[config.mk]
export PLATFORM = sky130hd
export DESIGN_NAME = timer_channel
export DESIGN_NICKNAME = d
export VERILOG_FILES = /design/src/verilog/edge_sampler.v /design/src/verilog/tick_prescaler.v /design/src/verilog/timer_channel.v
export VERILOG_INCLUDE_DIRS = /design/src /design/src/verilog
export SDC_FILE = /design/constraint.sdc
export NUM_CORES = 1
export LEC_CHECK = 0
export BUFFER_PORTS_ARGS = -buffer_cell sky130_fd_sc_hd__buf_4
export CORE_MARGIN = 5
export CORE_UTILIZATION = 49
export CTS_BUF_LIST = sky130_fd_sc_hd__clkbuf_4 sky130_fd_sc_hd__clkbuf_8
export DETAILED_ROUTE_END_ITERATION = 7
export PLACE_DENSITY = 0.71
export SETUP_SLACK_MARGIN = 0.3
export SYNTH_ARGS = -nofsm -noshare
export SYNTH_HDL_FRONTEND = slang
export SYNTH_SLANG_ARGS = --single-unit
[constraint.sdc]
create_clock -name core_clk -period 2.44 [get_ports core_clk]
set_input_delay 0.244 -clock core_clk [delete_from_list [all_inputs] [get_ports core_clk]]
set_output_delay 0.244 -clock core_clk [all_outputs]
set_load 0.01 [all_outputs]
[src/verilog/timer_defines.vh]
// Constants for the 8-bit timer/counter channel.
// Assumes a single 100 MHz core clock; included by bare name.
`ifndef TIMER_DEFINES_VH
`define TIMER_DEFINES_VH

// Register addresses (word index on the plain register port).
`define ADDR_CTRL 3'h0
`define ADDR_COMPARE 3'h1
`define ADDR_COUNT 3'h2
`define ADDR_STATUS 3'h3
`define ADDR_MASK 3'h4

// Control register field positions.
`define CTRL_MODE_LO 0
`define CTRL_MODE_HI 2
`define CTRL_RUN_BIT 3
`define CTRL_CLK_LO 4
`define CTRL_CLK_HI 6
`define CTRL_FLOP_BIT 7

// Mode encodings in control bits 2:0.
`define MODE_TIMER 3'h0
`define MODE_EVENT 3'h1
`define MODE_DIVIDER 3'h1

// Reset values.
`define CTRL_RESET 8'h00
`define COMPARE_RESET 8'hff
`define MASK_RESET 8'h00

// Status bit positions.
`define STAT_MATCH_BIT 0

// Prescaler width and clock-select codes.
`define PRESCALE_BITS 11
`define SEL_DIV2048 3'h0
`define SEL_DIV128 3'h1
`define SEL_DIV32 3'h2
`define SEL_DIV8 3'h3
`define SEL_DIV2 3'h5
`define SEL_DIV1 3'h6
`define SEL_EXT 3'h7

`endif
[src/verilog/edge_sampler.v]
// Synchroniser and falling-edge detector for the event input pin.
// Assumes the pin is asynchronous to core_clk.
`timescale 1ns/10ps
`default_nettype none

module edge_sampler (
  // Clock and reset.
  input wire core_clk,
  input wire reset_n,
  // Pin and edge pulse.
  input wire pin,
  output reg fall
);

  reg meta_q;
  reg sync_q;
  reg last_q;

  // Two-flop synchroniser, then edge detect on the second stage only.
  always @(posedge core_clk or negedge reset_n) begin
    if (!reset_n) begin
      meta_q <= 1'b1;
      sync_q <= 1'b1;
      last_q <= 1'b1;
      fall <= 1'b0;
    end else begin
      meta_q <= pin;
      sync_q <= meta_q;
      last_q <= sync_q;
      fall <= last_q & ~sync_q;
    end
  end

endmodule
`default_nettype wire

[src/verilog/tick_prescaler.v]
// Free-running prescaler giving one-cycle tick pulses per clock select.
// Assumes one core clock; tick lasts exactly one core cycle.
`timescale 1ns/10ps
`default_nettype none
`include "timer_defines.vh"

module tick_prescaler #(
  parameter WIDTH = `PRESCALE_BITS
) (
  // Clock and reset.
  input wire core_clk,
  input wire reset_n,
  // Select and tick.
  input wire [2:0] clk_sel,
  output reg tick
);

  reg [WIDTH-1:0] div_q;
  reg hit;

  // Divider counts every core cycle.
  always @(posedge core_clk or negedge reset_n) begin
    if (!reset_n) begin
      div_q <= {WIDTH{1'b0}};
    end else begin
      div_q <= div_q + {{(WIDTH-1){1'b0}}, 1'b1};
    end
  end

  // Tick when the low bits selected by clk_sel wrap to all ones.
  always @* begin
    case (clk_sel)
      `SEL_DIV2048: hit = &div_q[10:0];
      `SEL_DIV128: hit = &div_q[6:0];
      `SEL_DIV32: hit = &div_q[4:0];
      `SEL_DIV8: hit = &div_q[2:0];
      `SEL_DIV2: hit = div_q[0];
      `SEL_DIV1: hit = 1'b1;
      default: hit = 1'b0;
    endcase
  end

  // Registered tick pulse.
  always @(posedge core_clk or negedge reset_n) begin
    if (!reset_n) begin
      tick <= 1'b0;
    end else begin
      tick <= hit;
    end
  end

endmodule
`default_nettype wire

[src/verilog/timer_channel.v]
// One 8-bit timer/counter channel: interval timer, event counter and
// divider output modes, with a plain register port and one interrupt.
// Assumes a single core clock and an asynchronous external event pin.
`timescale 1ns/10ps
`default_nettype none
`include "timer_defines.vh"

// Contract
// - Timer mode counts ticks, clears on match
// - Compare register takes effect immediately
// - Event mode counts synchronised falling edges
// - Event match interrupts and clears counter
// - Event mode compare also unbuffered
// - Divider match toggles flop, clears, interrupts
// - Divider gives fifty percent square wave
// - Divider pin is inverse of flop
// - Flop loadable by control, reset zero
// - Stopped divider pin holds its level
// - Control 11h configures, 19h starts divider
module timer_channel (
  // Clock and reset.
  input wire core_clk,
  input wire reset_n,
  // Register port.
  input wire [2:0] reg_addr,
  input wire [7:0] reg_wdata,
  input wire reg_wr,
  input wire reg_rd,
  output reg [7:0] reg_rdata,
  // External event pin.
  input wire event_input_pin,
  // Outputs.
  output reg divider_out_pin,
  output reg match_interrupt
);

  reg [7:0] channel_control_reg;
  reg [7:0] compare_value_reg;
  reg [7:0] count_q;
  reg [7:0] count_d;
  reg output_flop;
  reg match_stat_q;
  reg match_mask_q;
  reg match_evt;
  reg step;
  wire tick;
  wire fall;
  wire [2:0] mode;
  wire [2:0] clk_sel;
  wire running;
  wire divider_sel;

  // Field decode of the control register.
  assign mode = channel_control_reg[`CTRL_MODE_HI:`CTRL_MODE_LO];
  assign clk_sel = channel_control_reg[`CTRL_CLK_HI:`CTRL_CLK_LO];
  assign running = channel_control_reg[`CTRL_RUN_BIT];
  // Divider output when mode is 1 with an internal clock; event mode uses the pin.
  assign divider_sel = (mode == `MODE_DIVIDER) && (clk_sel != `SEL_EXT);

  // Internal prescaled clock enable.
  tick_prescaler #(
    .WIDTH(`PRESCALE_BITS)
  ) u_prescaler (
    .core_clk(core_clk),
    .reset_n(reset_n),
    .clk_sel(clk_sel),
    .tick(tick)
  );

  // Event pin synchronised before any edge detection.
  edge_sampler u_edge (
    .core_clk(core_clk),
    .reset_n(reset_n),
    .pin(event_input_pin),
    .fall(fall)
  );

  // Pick the count source and spot a match against the live compare value.
  always @* begin
    if (clk_sel == `SEL_EXT) begin
      step = fall;
    end else begin
      step = tick;
    end
    if (!running) begin
      step = 1'b0;
    end
    count_d = count_q + 8'h01;
    match_evt = step && (count_d == compare_value_reg);
    if (match_evt) begin
      count_d = 8'h00;
    end
  end

  // Counter advances only on a step; holds when stopped.
  always @(posedge core_clk or negedge reset_n) begin
    if (!reset_n) begin
      count_q <= 8'h00;
    end else if (step) begin
      count_q <= count_d;
    end
  end

  // Control and compare registers; compare write lands directly.
  always @(posedge core_clk or negedge reset_n) begin
    if (!reset_n) begin
      channel_control_reg <= `CTRL_RESET;
      compare_value_reg <= `COMPARE_RESET;
      match_mask_q <= 1'b0;
    end else if (reg_wr) begin
      case (reg_addr)
        `ADDR_CTRL: channel_control_reg <= reg_wdata;
        `ADDR_COMPARE: compare_value_reg <= reg_wdata;
        `ADDR_MASK: match_mask_q <= reg_wdata[`STAT_MATCH_BIT];
        default: ;
      endcase
    end
  end

  // Output flop: loaded from the control bit, toggled on divider match.
  always @(posedge core_clk or negedge reset_n) begin
    if (!reset_n) begin
      output_flop <= 1'b0;
    end else if (reg_wr && (reg_addr == `ADDR_CTRL) && !reg_wdata[`CTRL_RUN_BIT]) begin
      output_flop <= reg_wdata[`CTRL_FLOP_BIT];
    end else if (reg_wr && (reg_addr == `ADDR_CTRL) && !running) begin
      output_flop <= reg_wdata[`CTRL_FLOP_BIT];
    end else if (match_evt && divider_sel) begin
      output_flop <= ~output_flop;
    end
  end

  // Pin mirrors the inverted flop; the control write that stops it loads the flop from bit 7.
  always @(posedge core_clk or negedge reset_n) begin
    if (!reset_n) begin
      divider_out_pin <= 1'b1;
    end else begin
      divider_out_pin <= ~output_flop;
    end
  end

  // Sticky match status; a new match wins over a write-one clear.
  always @(posedge core_clk or negedge reset_n) begin
    if (!reset_n) begin
      match_stat_q <= 1'b0;
    end else if (match_evt) begin
      match_stat_q <= 1'b1;
    end else if (reg_wr && (reg_addr == `ADDR_STATUS) && reg_wdata[`STAT_MATCH_BIT]) begin
      match_stat_q <= 1'b0;
    end
  end

  // Level interrupt from the masked status.
  always @(posedge core_clk or negedge reset_n) begin
    if (!reset_n) begin
      match_interrupt <= 1'b0;
    end else begin
      match_interrupt <= (match_stat_q | match_evt) & match_mask_q &
        ~(reg_wr && (reg_addr == `ADDR_STATUS) && reg_wdata[`STAT_MATCH_BIT] && !match_evt);
    end
  end

  // Read data one cycle after the strobe; unmapped reads give zero.
  always @(posedge core_clk or negedge reset_n) begin
    if (!reset_n) begin
      reg_rdata <= 8'h00;
    end else if (reg_rd) begin
      case (reg_addr)
        `ADDR_CTRL: reg_rdata <= channel_control_reg;
        `ADDR_COMPARE: reg_rdata <= compare_value_reg;
        `ADDR_COUNT: reg_rdata <= count_q;
        `ADDR_STATUS: reg_rdata <= {7'h00, match_stat_q};
        `ADDR_MASK: reg_rdata <= {7'h00, match_mask_q};
        default: reg_rdata <= 8'h00;
      endcase
    end else begin
      reg_rdata <= 8'h00;
    end
  end

endmodule
`default_nettype wire

# After elaboration in Yosys (flattened, before gate mapping)
# Index checks and enable logic that the tools add are counted.
dict set report classes {
  bitwise 7
  mux 11
  n_eq_ne 13
  addsub 2
  n_reduce_logical 23
}
# cell n
set op_table {}
lappend op_table {{$pmux W8 S5} 1}
lappend op_table {{$mux W8} 2}
lappend op_table {{$eq A3 B2 Y1 const B} 4}
lappend op_table {{$eq A3 B3 Y1 const B} 4}
lappend op_table {{$add A11 B1 Y11 const B} 1}
lappend op_table {{$reduce_and A11 Y1} 1}
lappend op_table {{$eq A3 B1 Y1 const B} 3}
lappend op_table {{$logic_and A1 B1 Y1} 9}
lappend op_table {{$add A8 B1 Y8 const B} 1}
lappend op_table {{$eq A8 B8 Y1} 1}
lappend op_table {{$mux W1} 7}
lappend op_table {{$reduce_and A7 Y1} 1}
lappend op_table {{$logic_not A3 Y1} 2}
lappend op_table {{$pmux W1 S6} 1}
lappend op_table {{$reduce_and A2 Y1} 3}
lappend op_table {{$reduce_and A5 Y1} 1}
lappend op_table {{$and A1 B1 Y1} 3}
lappend op_table {{$logic_not A1 Y1} 3}
lappend op_table {{$ne A3 B3 Y1 const B} 1}
lappend op_table {{$not A1 Y1} 3}
lappend op_table {{$reduce_and A3 Y1} 1}
lappend op_table {{$reduce_bool A3 Y1} 1}
lappend op_table {{$reduce_bool A2 Y1} 1}
lappend op_table {{$or A1 B1 Y1} 1}
dict set report word_totals {
  input_bits 16
  wordCells 71
  register_bits 53
}

# Logic depth before layout (Yosys ltp)
# Gate-level depths: netlist of the first run.
dict set report depth {
  ltp_word 8
  ltp_mapped 8
  depth_no_buf 7
}

# Modules after synthesis
# Synthesis of the first run repeated with hierarchy kept, for this count alone.
dict set report hier_totals {
  cells_unflattened 242
  area_unflattened_um2 2651.3
}
# module cells_each area_per_inst_um2 seq_area_each_um2 instances
set modules_own_cells {}
lappend modules_own_cells {timer_channel 189 1980.6 937.1 1}
lappend modules_own_cells {tick_prescaler 48 553.0 300.3 1}
lappend modules_own_cells {edge_sampler 5 117.6 103.8 1}

# Least setup slack after synthesis of the first run
# OpenSTA, ideal clock, no wires.
dict set report synth_path {
  path_type {register to register}
  from {reg count_q[0]}
  to {reg output_flop}
  setup_slack_ps 507
  stages_incl_launch_ff 9
  setup_ps 122
  t_required_ps 2318
  arrival_time_ps 1812
  synth_period_minus_slack_ps 1933
  cell_sequence {dfrtp_1 > ha_1 > xnor2_1 > o211ai_1 > nor4_1 > nand4_2 > buf_2 > mux2i_1 > nand2_1}
}
dict set report synth_via {
  elab_chain_len 5
}
# element line_no
set synth_rtl {}
lappend synth_rtl {{start: declaration} timer_channel.v:39} ;# reg [7:0] count_q;
lappend synth_rtl {{start signal: assignment} timer_channel.v:100} ;# count_q <= count_d;
lappend synth_rtl {{$add A8 B1 Y8} timer_channel.v:88} ;# count_d = count_q + 8'h01;
lappend synth_rtl {{$eq A8 B8 Y1} timer_channel.v:89} ;# match_evt = step && (count_d == compare_value_reg);
lappend synth_rtl {{$logic_and A1 B1 Y1} timer_channel.v:89}
lappend synth_rtl {{$logic_and A1 B1 Y1} timer_channel.v:128} ;# end else if (match_evt && divider_sel) begin
lappend synth_rtl {{$reduce_bool A3 Y1 (no line)} -}
lappend synth_rtl {{end signal: assignment} timer_channel.v:125} ;# output_flop <= reg_wdata[`CTRL_FLOP_BIT];
lappend synth_rtl {{end signal: assignment} timer_channel.v:127} ;# output_flop <= reg_wdata[`CTRL_FLOP_BIT];
lappend synth_rtl {{end signal: assignment} timer_channel.v:129} ;# output_flop <= ~output_flop;
lappend synth_rtl {{end: declaration} timer_channel.v:41} ;# reg output_flop;
# Every way passes these cells.
# A chain may end at the register's enable or synchronous reset.

# Final worst setup path of the first run
dict set report layout_path {
  from {reg count_q[0]}
  to {reg count_q[3]}
}
dict set report layout_via {
  elab_chain_len 4
}
# element line_no
set layout_rtl {}
lappend layout_rtl {{$add A8 B1 Y8 (*)} timer_channel.v:88}
lappend layout_rtl {{$eq A8 B8 Y1} timer_channel.v:89}
lappend layout_rtl {{$logic_and A1 B1 Y1} timer_channel.v:89}
lappend layout_rtl {{$mux W8 (*)} timer_channel.v:90} ;# if (match_evt) begin
# Every way passes the cells marked *; elsewhere a longest branch is shown, timed or not.

==> impl_metrics.json, run 1 <==
{
  "max_freq_mhz": 483,
  "ant_nets": 0,
  "dp_slack_ns": 0.171,
  "synth_seq_cells": 53,
  "dieArea_um2": 6890,
  "dieWidth_um": 83.0,
  "io_pins": 26,
  "synthCells": 252,
  "gr-usage-all-layers_pct": 15.7,
  "tightest_slew_ns": 0.649,
  "dp_hpwl_um": 3830,
  "busiest_layer": "met2",
  "grt_antenna_before_repair": 0,
  "wirelength_um": 5280,
  "setup_viol": 0,
  "synth_most_common_cell": "dfrtp_1",
  "use_met1_pct": 19.9,
  "cts_tree": "built",
  "ir_drop_mv": 0.370,
  "synth_commonest_cells": "41 x dfrtp_1, 26 x nand2_1, 25 x nor2_1, 17 x nand3_1, 14 x mux2_2",
  "netlist.area_leader.share_pct": 39.3,
  "gp_congestion": 0.917,
  "grt_pass1_wl_um": 9000,
  "cp-end-kind": "flip-flop",
  "finalInstanceArea_um2": 3140,
  "synth_top_area_cell": "dfrtp_1",
  "path_class": "reg2reg",
  "fin_worst_skew_ns": 0.00660,
  "maxSlewHeadroom_pct": 56.7,
  "place_area_um2": 2900,
  "drv_slew": 0,
  "diodes": 0,
  "crit_required_ns": 2.68,
  "drcViolationCount": 0,
  "syn_nets": 272,
  "area_delta_synth_final_pct": 20.3,
  "seq_area_um2": 1350,
  "core-area_um2": 5140,
  "numCtsBuffers": 5,
  "yosys_warnings": 0,
  "grt_max_degree": 54,
  "multiInputGateArea_um2": 1230,
  "post-route-period-util_pct": 84.9,
  "ys.flop_type": "dfrtp_1",
  "fin_setup_tns_ns": 0,
  "cts-root-buf": "clkbuf_8",
  "clk_latency_ns": 0.30,
  "overflow": 0,
  "outcome": "finished clean",
  "yosys-top-cells-area": "dfrtp_1 39%, dfstp_2 12%, mux2_2 6.0%, nand2_1 3.7%, nor2_1 3.6%",
  "ys_seq_area_share_pct": 51.3,
  "fill_cells": 439,
  "via_per_inst": 5.44,
  "clkTransAtPathRegs_ns": 0.09,
  "async_flop_share_pct": 100,
  "synthDistinctLibCells": 45,
  "drt-initial-drc-count": 94,
  "synth_edf_count": 0,
  "p_leak_uw": 0.00144,
  "clk_path_buf_depth": 2,
  "initial_utilization_pct": 50.9,
  "syn-cell-area_um2": 2610,
  "maxCapViolations": 0,
  "fp-row-count": 26,
  "cts-htree-levels": 2,
  "first_global_vias": 1913,
  "fin_nets": 311,
  "met2_usage_pct": 25.7,
  "wl_per_cell_um": 14.6,
  "arrival_ns": 2.32,
  "hold_viol_final": 0,
  "rsz0062_at_grt": "true",
  "avgSynthCellArea_um2": 10.4,
  "critPathMaxFanout": 8,
  "dr.pass1.iters": 4,
  "cp-start-kind": "flip-flop",
  "place_inst": 343,
  "setup_slack_ns": 0.368,
  "met3_usage_pct": 4.46,
  "power.density_nw_per_um2": 785,
  "via_count": 1968,
  "regMostFlops": "u_prescaler.div_q",
  "clock-sinks": 53,
  "numPortBuffers": 25,
  "fin_crit_ns": 2.07,
  "largest_register_ffs": 11,
  "fp.dieH_um": 83.0,
  "drive_gt1_share_pct": 29.8,
  "hp-class": "in2reg",
  "layout.cells.non_filler": 362,
  "hold_slack_ns": 0.0420
}
==> cells in the final DEF, fill, tap and decap left out, drive strengths merged, types with 5 or more instances in the layout <==
cell type / synthesis / layout
nor2: 25 / 25
nand3: 17 / 17
nand2b: 6 / 6
xor2: 5 / 5
dfstp: 12 / 12
o21ai: 10 / 10
nand4: 5 / 5
inv: 7 / 7
mux2i: 9 / 9
dfrtp: 41 / 41
buf: 6 / 41
xnor2: 8 / 8
nand2: 26 / 26
clkbuf: 4 / 5
mux2: 14 / 14
a21oi: 10 / 10
==> power breakdown <==
part           switching, uW  leakage [uW]  internal, uW
Combinational            290      0.000753           328
Sequential               143      0.000619          1020
Clock                    280     0.0000681           407
Total                    714       0.00144          1750
==> cell families (layout without fill, tap and decap cells) <==
logic type | Yosys count | after routing | share of synthesized area (%)
fa+ha+maj | 4 | 4 | 1.91
flops | 53 | 53 | 51.3
xor+xnor | 13 | 13 | 4.36
compound gates | 36 | 36 | 8.67
simple gates | 105 | 105 | 20.7
mux | 24 | 24 | 10.3
buf+inv | 17 | 57 | 2.68
==> critical path: stages (launching register included) <==
cell,delay [ns]
dfrtp_2,0.45
nand3_2,0.15
or4_1,0.48
o211a_1,0.14
nand4_2,0.11
buf_6,0.14
or4b_1,0.44
nand3_1,0.10
==> cell type report <==
type | instances | share of cell area (%)
flip-flops and latches | 53 | 42.9
multi-input cells | 182 | 39.0
repair buffers | 42 | 10.2
well taps | 70 | 2.79
clock buffers | 5 | 2.19
clock inverters | 3 | 2.07
inverters | 7 | 0.836
==> final timing paths <==
check / slack, ns / cells past startpoint / startpoint / to
worst min register to register: 0.36 / 0 / u_edge.meta_q / u_edge.sync_q
worst max register to register: 0.37 / 7 / count_q[0] / count_q[3]
min in group asynchronous: 0.50 / 2 / reset_n / reg_rdata[3]
worst min-delay path: 0.04 / 1 / event_input_pin / u_edge.meta_q
max in group asynchronous: 1.46 / 2 / reset_n / count_q[6]
worst max-delay path: 0.37 / 7 / count_q[0] / count_q[3]
==> metal layers <==
layer / wire length, um / vias to the layer above
met2: 2470 / 46
met4: 106 / 0
met5: 0 / -
li1: - / 960
met1: 2390 / 953
met3: 308 / 9
==> repair_timing <==
action | in CTS | in global routing
endpoints found under the setup margin | 8 | 3
setup buffers | 2 | 8
hold endpoints to repair | 41 | 0
hold buffers | 1 | 0
resized for setup | 4 | 6
pin swaps | 1 | 1
==> through the flow <==
stage	total power (uW)	util [%]
detailed placement	1730	56.4
global placement	1710	56.4
floorplan	1540	-
finish	2470	61.2
CTS	2420	59.6
global route	2610	61.2
No activity file was read; power rests on OpenSTA's default activity.
==> run 2: changes to the inputs <==
clock period = 2 ns   (was 2.44 ns; I/O delays follow)
==> run 2 against run 1 <==
Effect of this change: routed wire length rose by 6.9%; non-clock buffer count up 3; die area stayed put; clock skew grew 0.0022 ns; via count increased by 2.1%; critical path depth fell by 1; worst hold slack improved by 0.078 ns; setup slack lost 0.32 ns; clock-buffer cell count up 1; total power grew 23%; critical path type unchanged.
==> impl_metrics.json, run 2 (synthesis gave the netlist of run 1 again) <==
{
  "outcome": "finished clean",
  "diodes": 0,
  "dr.pass1.iters": 6,
  "wl_per_cell_um": 15.5,
  "fin_crit_ns": 1.95,
  "wirelength_um": 5640,
  "intPower_uw": 2110,
  "initial_utilization_pct": 50.9,
  "core-area_um2": 5140,
  "io_pins": 26,
  "grt_max_degree": 54,
  "crit_path_start": "count_q[3]",
  "p_comb_share_pct": 28.7,
  "fin_setup_tns_ns": 0,
  "tightest_slew_ns": 0.659,
  "max_stage_delay_ns": 0.55,
  "cp-start-kind": "flip-flop",
  "dieWidth_um": 83.0,
  "clk_latency_ns": 0.30,
  "crit_chain": "nand4_2 -> or4_1 -> o211a_1 -> nand4_2 -> or4b_1 -> nand3_1",
  "maxSlewHeadroom_pct": 56.1,
  "cp-end-kind": "flip-flop",
  "hold_viol_final": 0,
  "setup_slack_ns": 0.0522,
  "r2r_start": "count_q[3]",
  "via_per_inst": 5.50,
  "max_freq_mhz": 513,
  "power_frac_clock_pct": 24.9,
  "ant_nets": 0,
  "fp-row-count": 26,
  "largest_register_ffs": 11,
  "post-route-period-util_pct": 97.4,
  "final_common_cell": "buf_4",
  "fin_nets": 314,
  "gr-usage-all-layers_pct": 17.1,
  "p_leak_uw": 0.00146,
  "hp-class": "in2reg",
  "p_switching_uw": 931,
  "fp.dieH_um": 83.0,
  "r2r_slack_ns": 0.05,
  "drive_gt1_share_pct": 32.5,
  "cp_common_cell": "nand4_2",
  "first_global_vias": 2010,
  "rsz0062_at_grt": "true",
  "fin_worst_skew_ns": 0.00883,
  "fill_cells": 450,
  "cts-root-buf": "clkbuf_8",
  "arrival_ns": 2.19,
  "rr_worst_depth": 6,
  "clock-sinks": 53,
  "critPathTopFamily": "simple AND/OR/NAND/NOR gates",
  "numPortBuffers": 25,
  "maxCapViolations": 0,
  "place_inst": 352,
  "dieArea_um2": 6890,
  "path_class": "reg2reg",
  "setup_viol": 0,
  "grt_antenna_before_repair": 0,
  "via_count": 2009,
  "path_buf_inv": 0,
  "swShare_pct": 30.6,
  "cpMaxStageDelayCell": "dfrtp_1",
  "drv_slew": 0,
  "drt-initial-drc-count": 106,
  "clkTransAtPathRegs_ns": 0.10,
  "layout.cells.non_filler": 365,
  "numCtsBuffers": 5,
  "ir_drop_mv": 0.636,
  "seq_power_share_pct": 46.4,
  "cp.depth": 6,
  "crit_required_ns": 2.24,
  "final_cell_mix": "42 x buf_4, 36 x dfrtp_1, 25 x nor2_1, 25 x nand2_1, 16 x nand3_1",
  "dp_hpwl_um": 4050,
  "gp_congestion": 0.882,
  "regMostFlops": "u_prescaler.div_q",
  "critPathMaxFanout": 9,
  "dp_slack_ns": -0.123,
  "worstReg2RegEnd": "count_q[3]",
  "cp-endpoint": "count_q[3]",
  "power.density_nw_per_um2": 952,
  "clk_path_buf_depth": 2,
  "overflow": 0,
  "cts-htree-levels": 2,
  "cts_tree": "built",
  "grt_pass1_wl_um": 9740,
  "drcViolationCount": 0,
  "area_delta_synth_final_pct": 22.2
}
[run 2: changes by cell type in the layout (fill, tap and decap cells not counted), sizes merged]
cell | previous run | this run
bufinv | 2 | 1
clkbuf | 5 | 6
clkinv | 1 | 0
dlygate4sd3 | 1 | 2
buf | 41 | 43
clkinvlp | 0 | 1
[run 2: what timing repair did]
action / 4_1_cts / 5_1_grt
hold endpoints to repair: 42 / 0
gates resized for setup: 9 / 3
endpoints found under the setup margin: 11 / 12
pin swaps: 4 / 2
setup buffers: 2 / 1
hold buffers: 2 / 0
[run 2: tightest hold or removal path: cells and delay by family]
kind	cells	cell delay (ns)
buf+inv	1	0.08
compound gates	1	0.06
simple gates	1	0.05
[run 2: metrics by stage]
step	instance area [um^2]	power (uW)	hold WS, ns	util, %
2_1_floorplan	2640	1930	-0.0956	-
3_3_place_gp	2990	2200	0.278	58.1
3_5_place_dp	2990	2210	0.276	58.1
4_1_cts	3180	3050	0.120	61.9
5_1_grt	3190	3210	0.131	62.1
6_report	3190	3040	0.120	62.1
[run 2: worst min-delay path by stage]
stage	from	cells past startpoint	endpoint	slack, ns
4_1_cts	reg_wdata[5]	3	channel_control_reg[5]	0.12
6_report	reg_wdata[5]	3	channel_control_reg[5]	0.12
3_5_place_dp	reset_n	1	reg_rdata[4]	0.28
2_1_floorplan	reset_n	0	channel_control_reg[0]	-0.1
3_3_place_gp	reset_n	1	reg_rdata[4]	0.28
5_1_grt	reg_wdata[4]	2	compare_value_reg[4]	0.13
[run 2: layout make-up]
type	instances	area, um^2	area share, %
flip-flops and latches	53	1350	42.2
repair buffers	45	347	10.8
clock buffers	6	82.6	2.59
clock inverters	2	37.5	1.18
multi-input cells	182	1270	39.6
well taps	70	87.6	2.74
inverters	7	26.3	0.823
[run 2: power by group through the flow]
| stage | clock [uW] | sequential, uW | combinational [uW] |
|---|---|---|---|
| 5_1_grt | 804 | 1430 | 972 |
| 2_1_floorplan | 0 | 1390 | 543 |
| 4_1_cts | 771 | 1410 | 871 |
| 6_report | 758 | 1410 | 873 |
| 3_5_place_dp | 0 | 1430 | 780 |
| 3_3_place_gp | 0 | 1420 | 777 |
[run 2: routing by layer]
layer | GRT usage, % | part of all wire (%) | up-vias
li1 | - | - | 970
met1 | 22.9 | 45 | 984
met2 | 28.6 | 49 | 49
met3 | 3.56 | 4.6 | 6
met4 | 3.57 | 0.90 | 0
met5 | 0 | 0 | -
==> run 3: changes to the inputs <==
CORE_MARGIN = default   (was 5)
CTS_CLUSTER_DIAMETER = 50   (was default)
==> run 3 against run 2 <==
Effect of this change: routed wire length rose by 4.3%; flip-flop and latch count stayed put; sequential share of layout area is 0.71 points lower; clock skew shrank 0.0037 ns; non-clock buffer count grew 6; first-iteration DRC count increased by 42%; worst hold slack got worse by 0.016 ns; largest cell class unchanged; highest routed layer unchanged.
==> impl_metrics.json, run 3 (synthesis gave the netlist of run 1 again) <==
{
  "io_pins": 26,
  "rr_worst_depth": 7,
  "cp-endpoint": "count_q[3]",
  "cts-root-buf": "clkbuf_8",
  "setup_viol": 0,
  "seq_power_share_pct": 44.6,
  "clkTransAtPathRegs_ns": 0.09,
  "rsz0062_at_grt": "true",
  "drt-initial-drc-count": 150,
  "power.density_nw_per_um2": 972,
  "post-route-period-util_pct": 96.8,
  "fin_nets": 320,
  "clk_latency_ns": 0.31,
  "numCtsBuffers": 5,
  "gr-usage-all-layers_pct": 23.1,
  "p_comb_share_pct": 28.8,
  "final_cell_mix": "48 x buf_4, 35 x dfrtp_1, 26 x nand2_1, 25 x nor2_1, 16 x nand3_1",
  "r2r_start": "count_q[0]",
  "worstReg2RegEnd": "count_q[3]",
  "final_common_cell": "buf_4",
  "max_stage_delay_ns": 0.46,
  "crit_required_ns": 2.24,
  "dieArea_um2": 5630,
  "crit_chain": "ha_4 -> or3b_1 -> a21oi_2 -> nor4_2 -> nand4_2 -> or4b_1 -> nand3_1",
  "r2r_slack_ns": 0.06,
  "core-area_um2": 5110,
  "cp-start-kind": "flip-flop",
  "ant_nets": 0,
  "tightest_slew_ns": 0.639,
  "outcome": "finished clean",
  "regMostFlops": "u_prescaler.div_q",
  "post-route-util_pct": 63.7,
  "overflow": 0,
  "hp-class": "in2reg",
  "drcViolationCount": 0,
  "initial_utilization_pct": 51.2,
  "ir_drop_mv": 0.544,
  "crit_path_start": "count_q[0]",
  "diodes": 0,
  "dr.pass1.iters": 4,
  "cts_tree": "built",
  "via_count": 2064,
  "via_per_inst": 5.56,
  "grt_antenna_before_repair": 0,
  "path_class": "reg2reg",
  "intPower_uw": 2210,
  "maxCapViolations": 0,
  "wl_per_cell_um": 15.9,
  "cts-htree-levels": 2,
  "fin_setup_tns_ns": 0,
  "power_frac_clock_pct": 26.6,
  "clock-sinks": 53,
  "dp_hpwl_um": 4080,
  "fp-row-count": 26,
  "grt_max_degree": 54,
  "fin_worst_skew_ns": 0.00511,
  "largest_register_ffs": 11,
  "cpMaxStageDelayCell": "or4b_1",
  "numPortBuffers": 25,
  "grt_pass1_wl_um": 9320,
  "gp_congestion": 1.03,
  "clk_path_buf_depth": 2,
  "first_global_vias": 1868,
  "area_delta_synth_final_pct": 24.4,
  "cp-end-kind": "flip-flop",
  "dieWidth_um": 75.0,
  "cp.depth": 7,
  "swShare_pct": 30.2,
  "arrival_ns": 2.18,
  "fp.dieH_um": 75.0,
  "hold_viol_final": 0,
  "p_switching_uw": 954,
  "critPathTopFamily": "simple AND/OR/NAND/NOR gates",
  "hold_slack_ns": 0.104,
  "drv_slew": 0,
  "fin_crit_ns": 1.94,
  "drive_gt1_share_pct": 33.6,
  "maxSlewHeadroom_pct": 57.4,
  "wirelength_um": 5890,
  "p_leak_uw": 0.00149,
  "path_buf_inv": 0,
  "critPathMaxFanout": 7,
  "max_freq_mhz": 516
}
==> run 3: changes by cell type in the layout (fill, tap and decap cells not counted), sizes merged <==
cell,previous run,this run
buf,43,49
bufinv,1,2
clkbuf,6,5
clkinv,0,1
clkinvlp,1,0
==> run 3: worst min path at each step <==
stage | from | end | slack (ns) | cells past startpoint
2_1_floorplan | reset_n | channel_control_reg[0] | -0.1 | 0
3_3_place_gp | reset_n | reg_rdata[6] | 0.27 | 1
3_5_place_dp | reset_n | reg_rdata[4] | 0.27 | 1
4_1_cts | reg_wdata[5] | channel_control_reg[5] | 0.10 | 3
5_1_grt | reg_wdata[6] | compare_value_reg[6] | 0.12 | 2
6_report | reg_wdata[5] | channel_control_reg[5] | 0.10 | 3
==> run 3: routing by layer <==
metal	global-route usage, %	vias to the layer above	share of wire (%)
li1	-	982	-
met1	33.5	995	47
met2	33.9	71	45
met3	4.55	16	5.6
met4	9.43	0	2.3
met5	0	-	0
==> run 3: power groups by stage <==
stage	sequential [uW]	clock (uW)	combinational (uW)
5_1_grt	1430	891	995
4_1_cts	1390	857	890
3_3_place_gp	1420	0	779
2_1_floorplan	1390	0	543
6_report	1410	841	909
3_5_place_dp	1420	0	791
==> run 3: stage by stage <==
stage	worst slack (ns)	std cells	instance area (um^2)	total power, uW
after CTS	0.103	370	3230	3140
after floorplan	0.221	252	2640	1930
final	0.0636	371	3250	3160
after global routing	-0.00718	371	3250	3320
after detailed placement	0.0197	353	2990	2210
after global placement	0.0412	353	2990	2200
==> run 3: final cells by class <==
type                            count  area [um^2]
Timing Repair Buffer               51          392
Clock inverter                      3         65.1
Inverter                            7         26.3
Multi-Input combinational cell    182         1260
Fill cell                         405         1860
Sequential cell                    53         1350
Tap cell                           70         87.6
Clock buffer                        5         68.8
==> run 3: repair_timing <==
action | 4_1_cts | 5_1_grt
setup endpoints to repair | 11 | 12
cloned | 0 | 0
gates resized for setup | 9 | 3
pin swaps | 2 | 0
buffers inserted | 7 | 1
hold buffers | 2 | 0
endpoints found under the hold margin | 42 | 0
==> run 3: worst min-delay path, delay by kind of cell <==
kind / cells / cell delay (ns)
buffers and inverters: 1 / 0.09
AOI/OAI and AO/OA: 1 / 0.06
and+or+nand+nor: 1 / 0.04
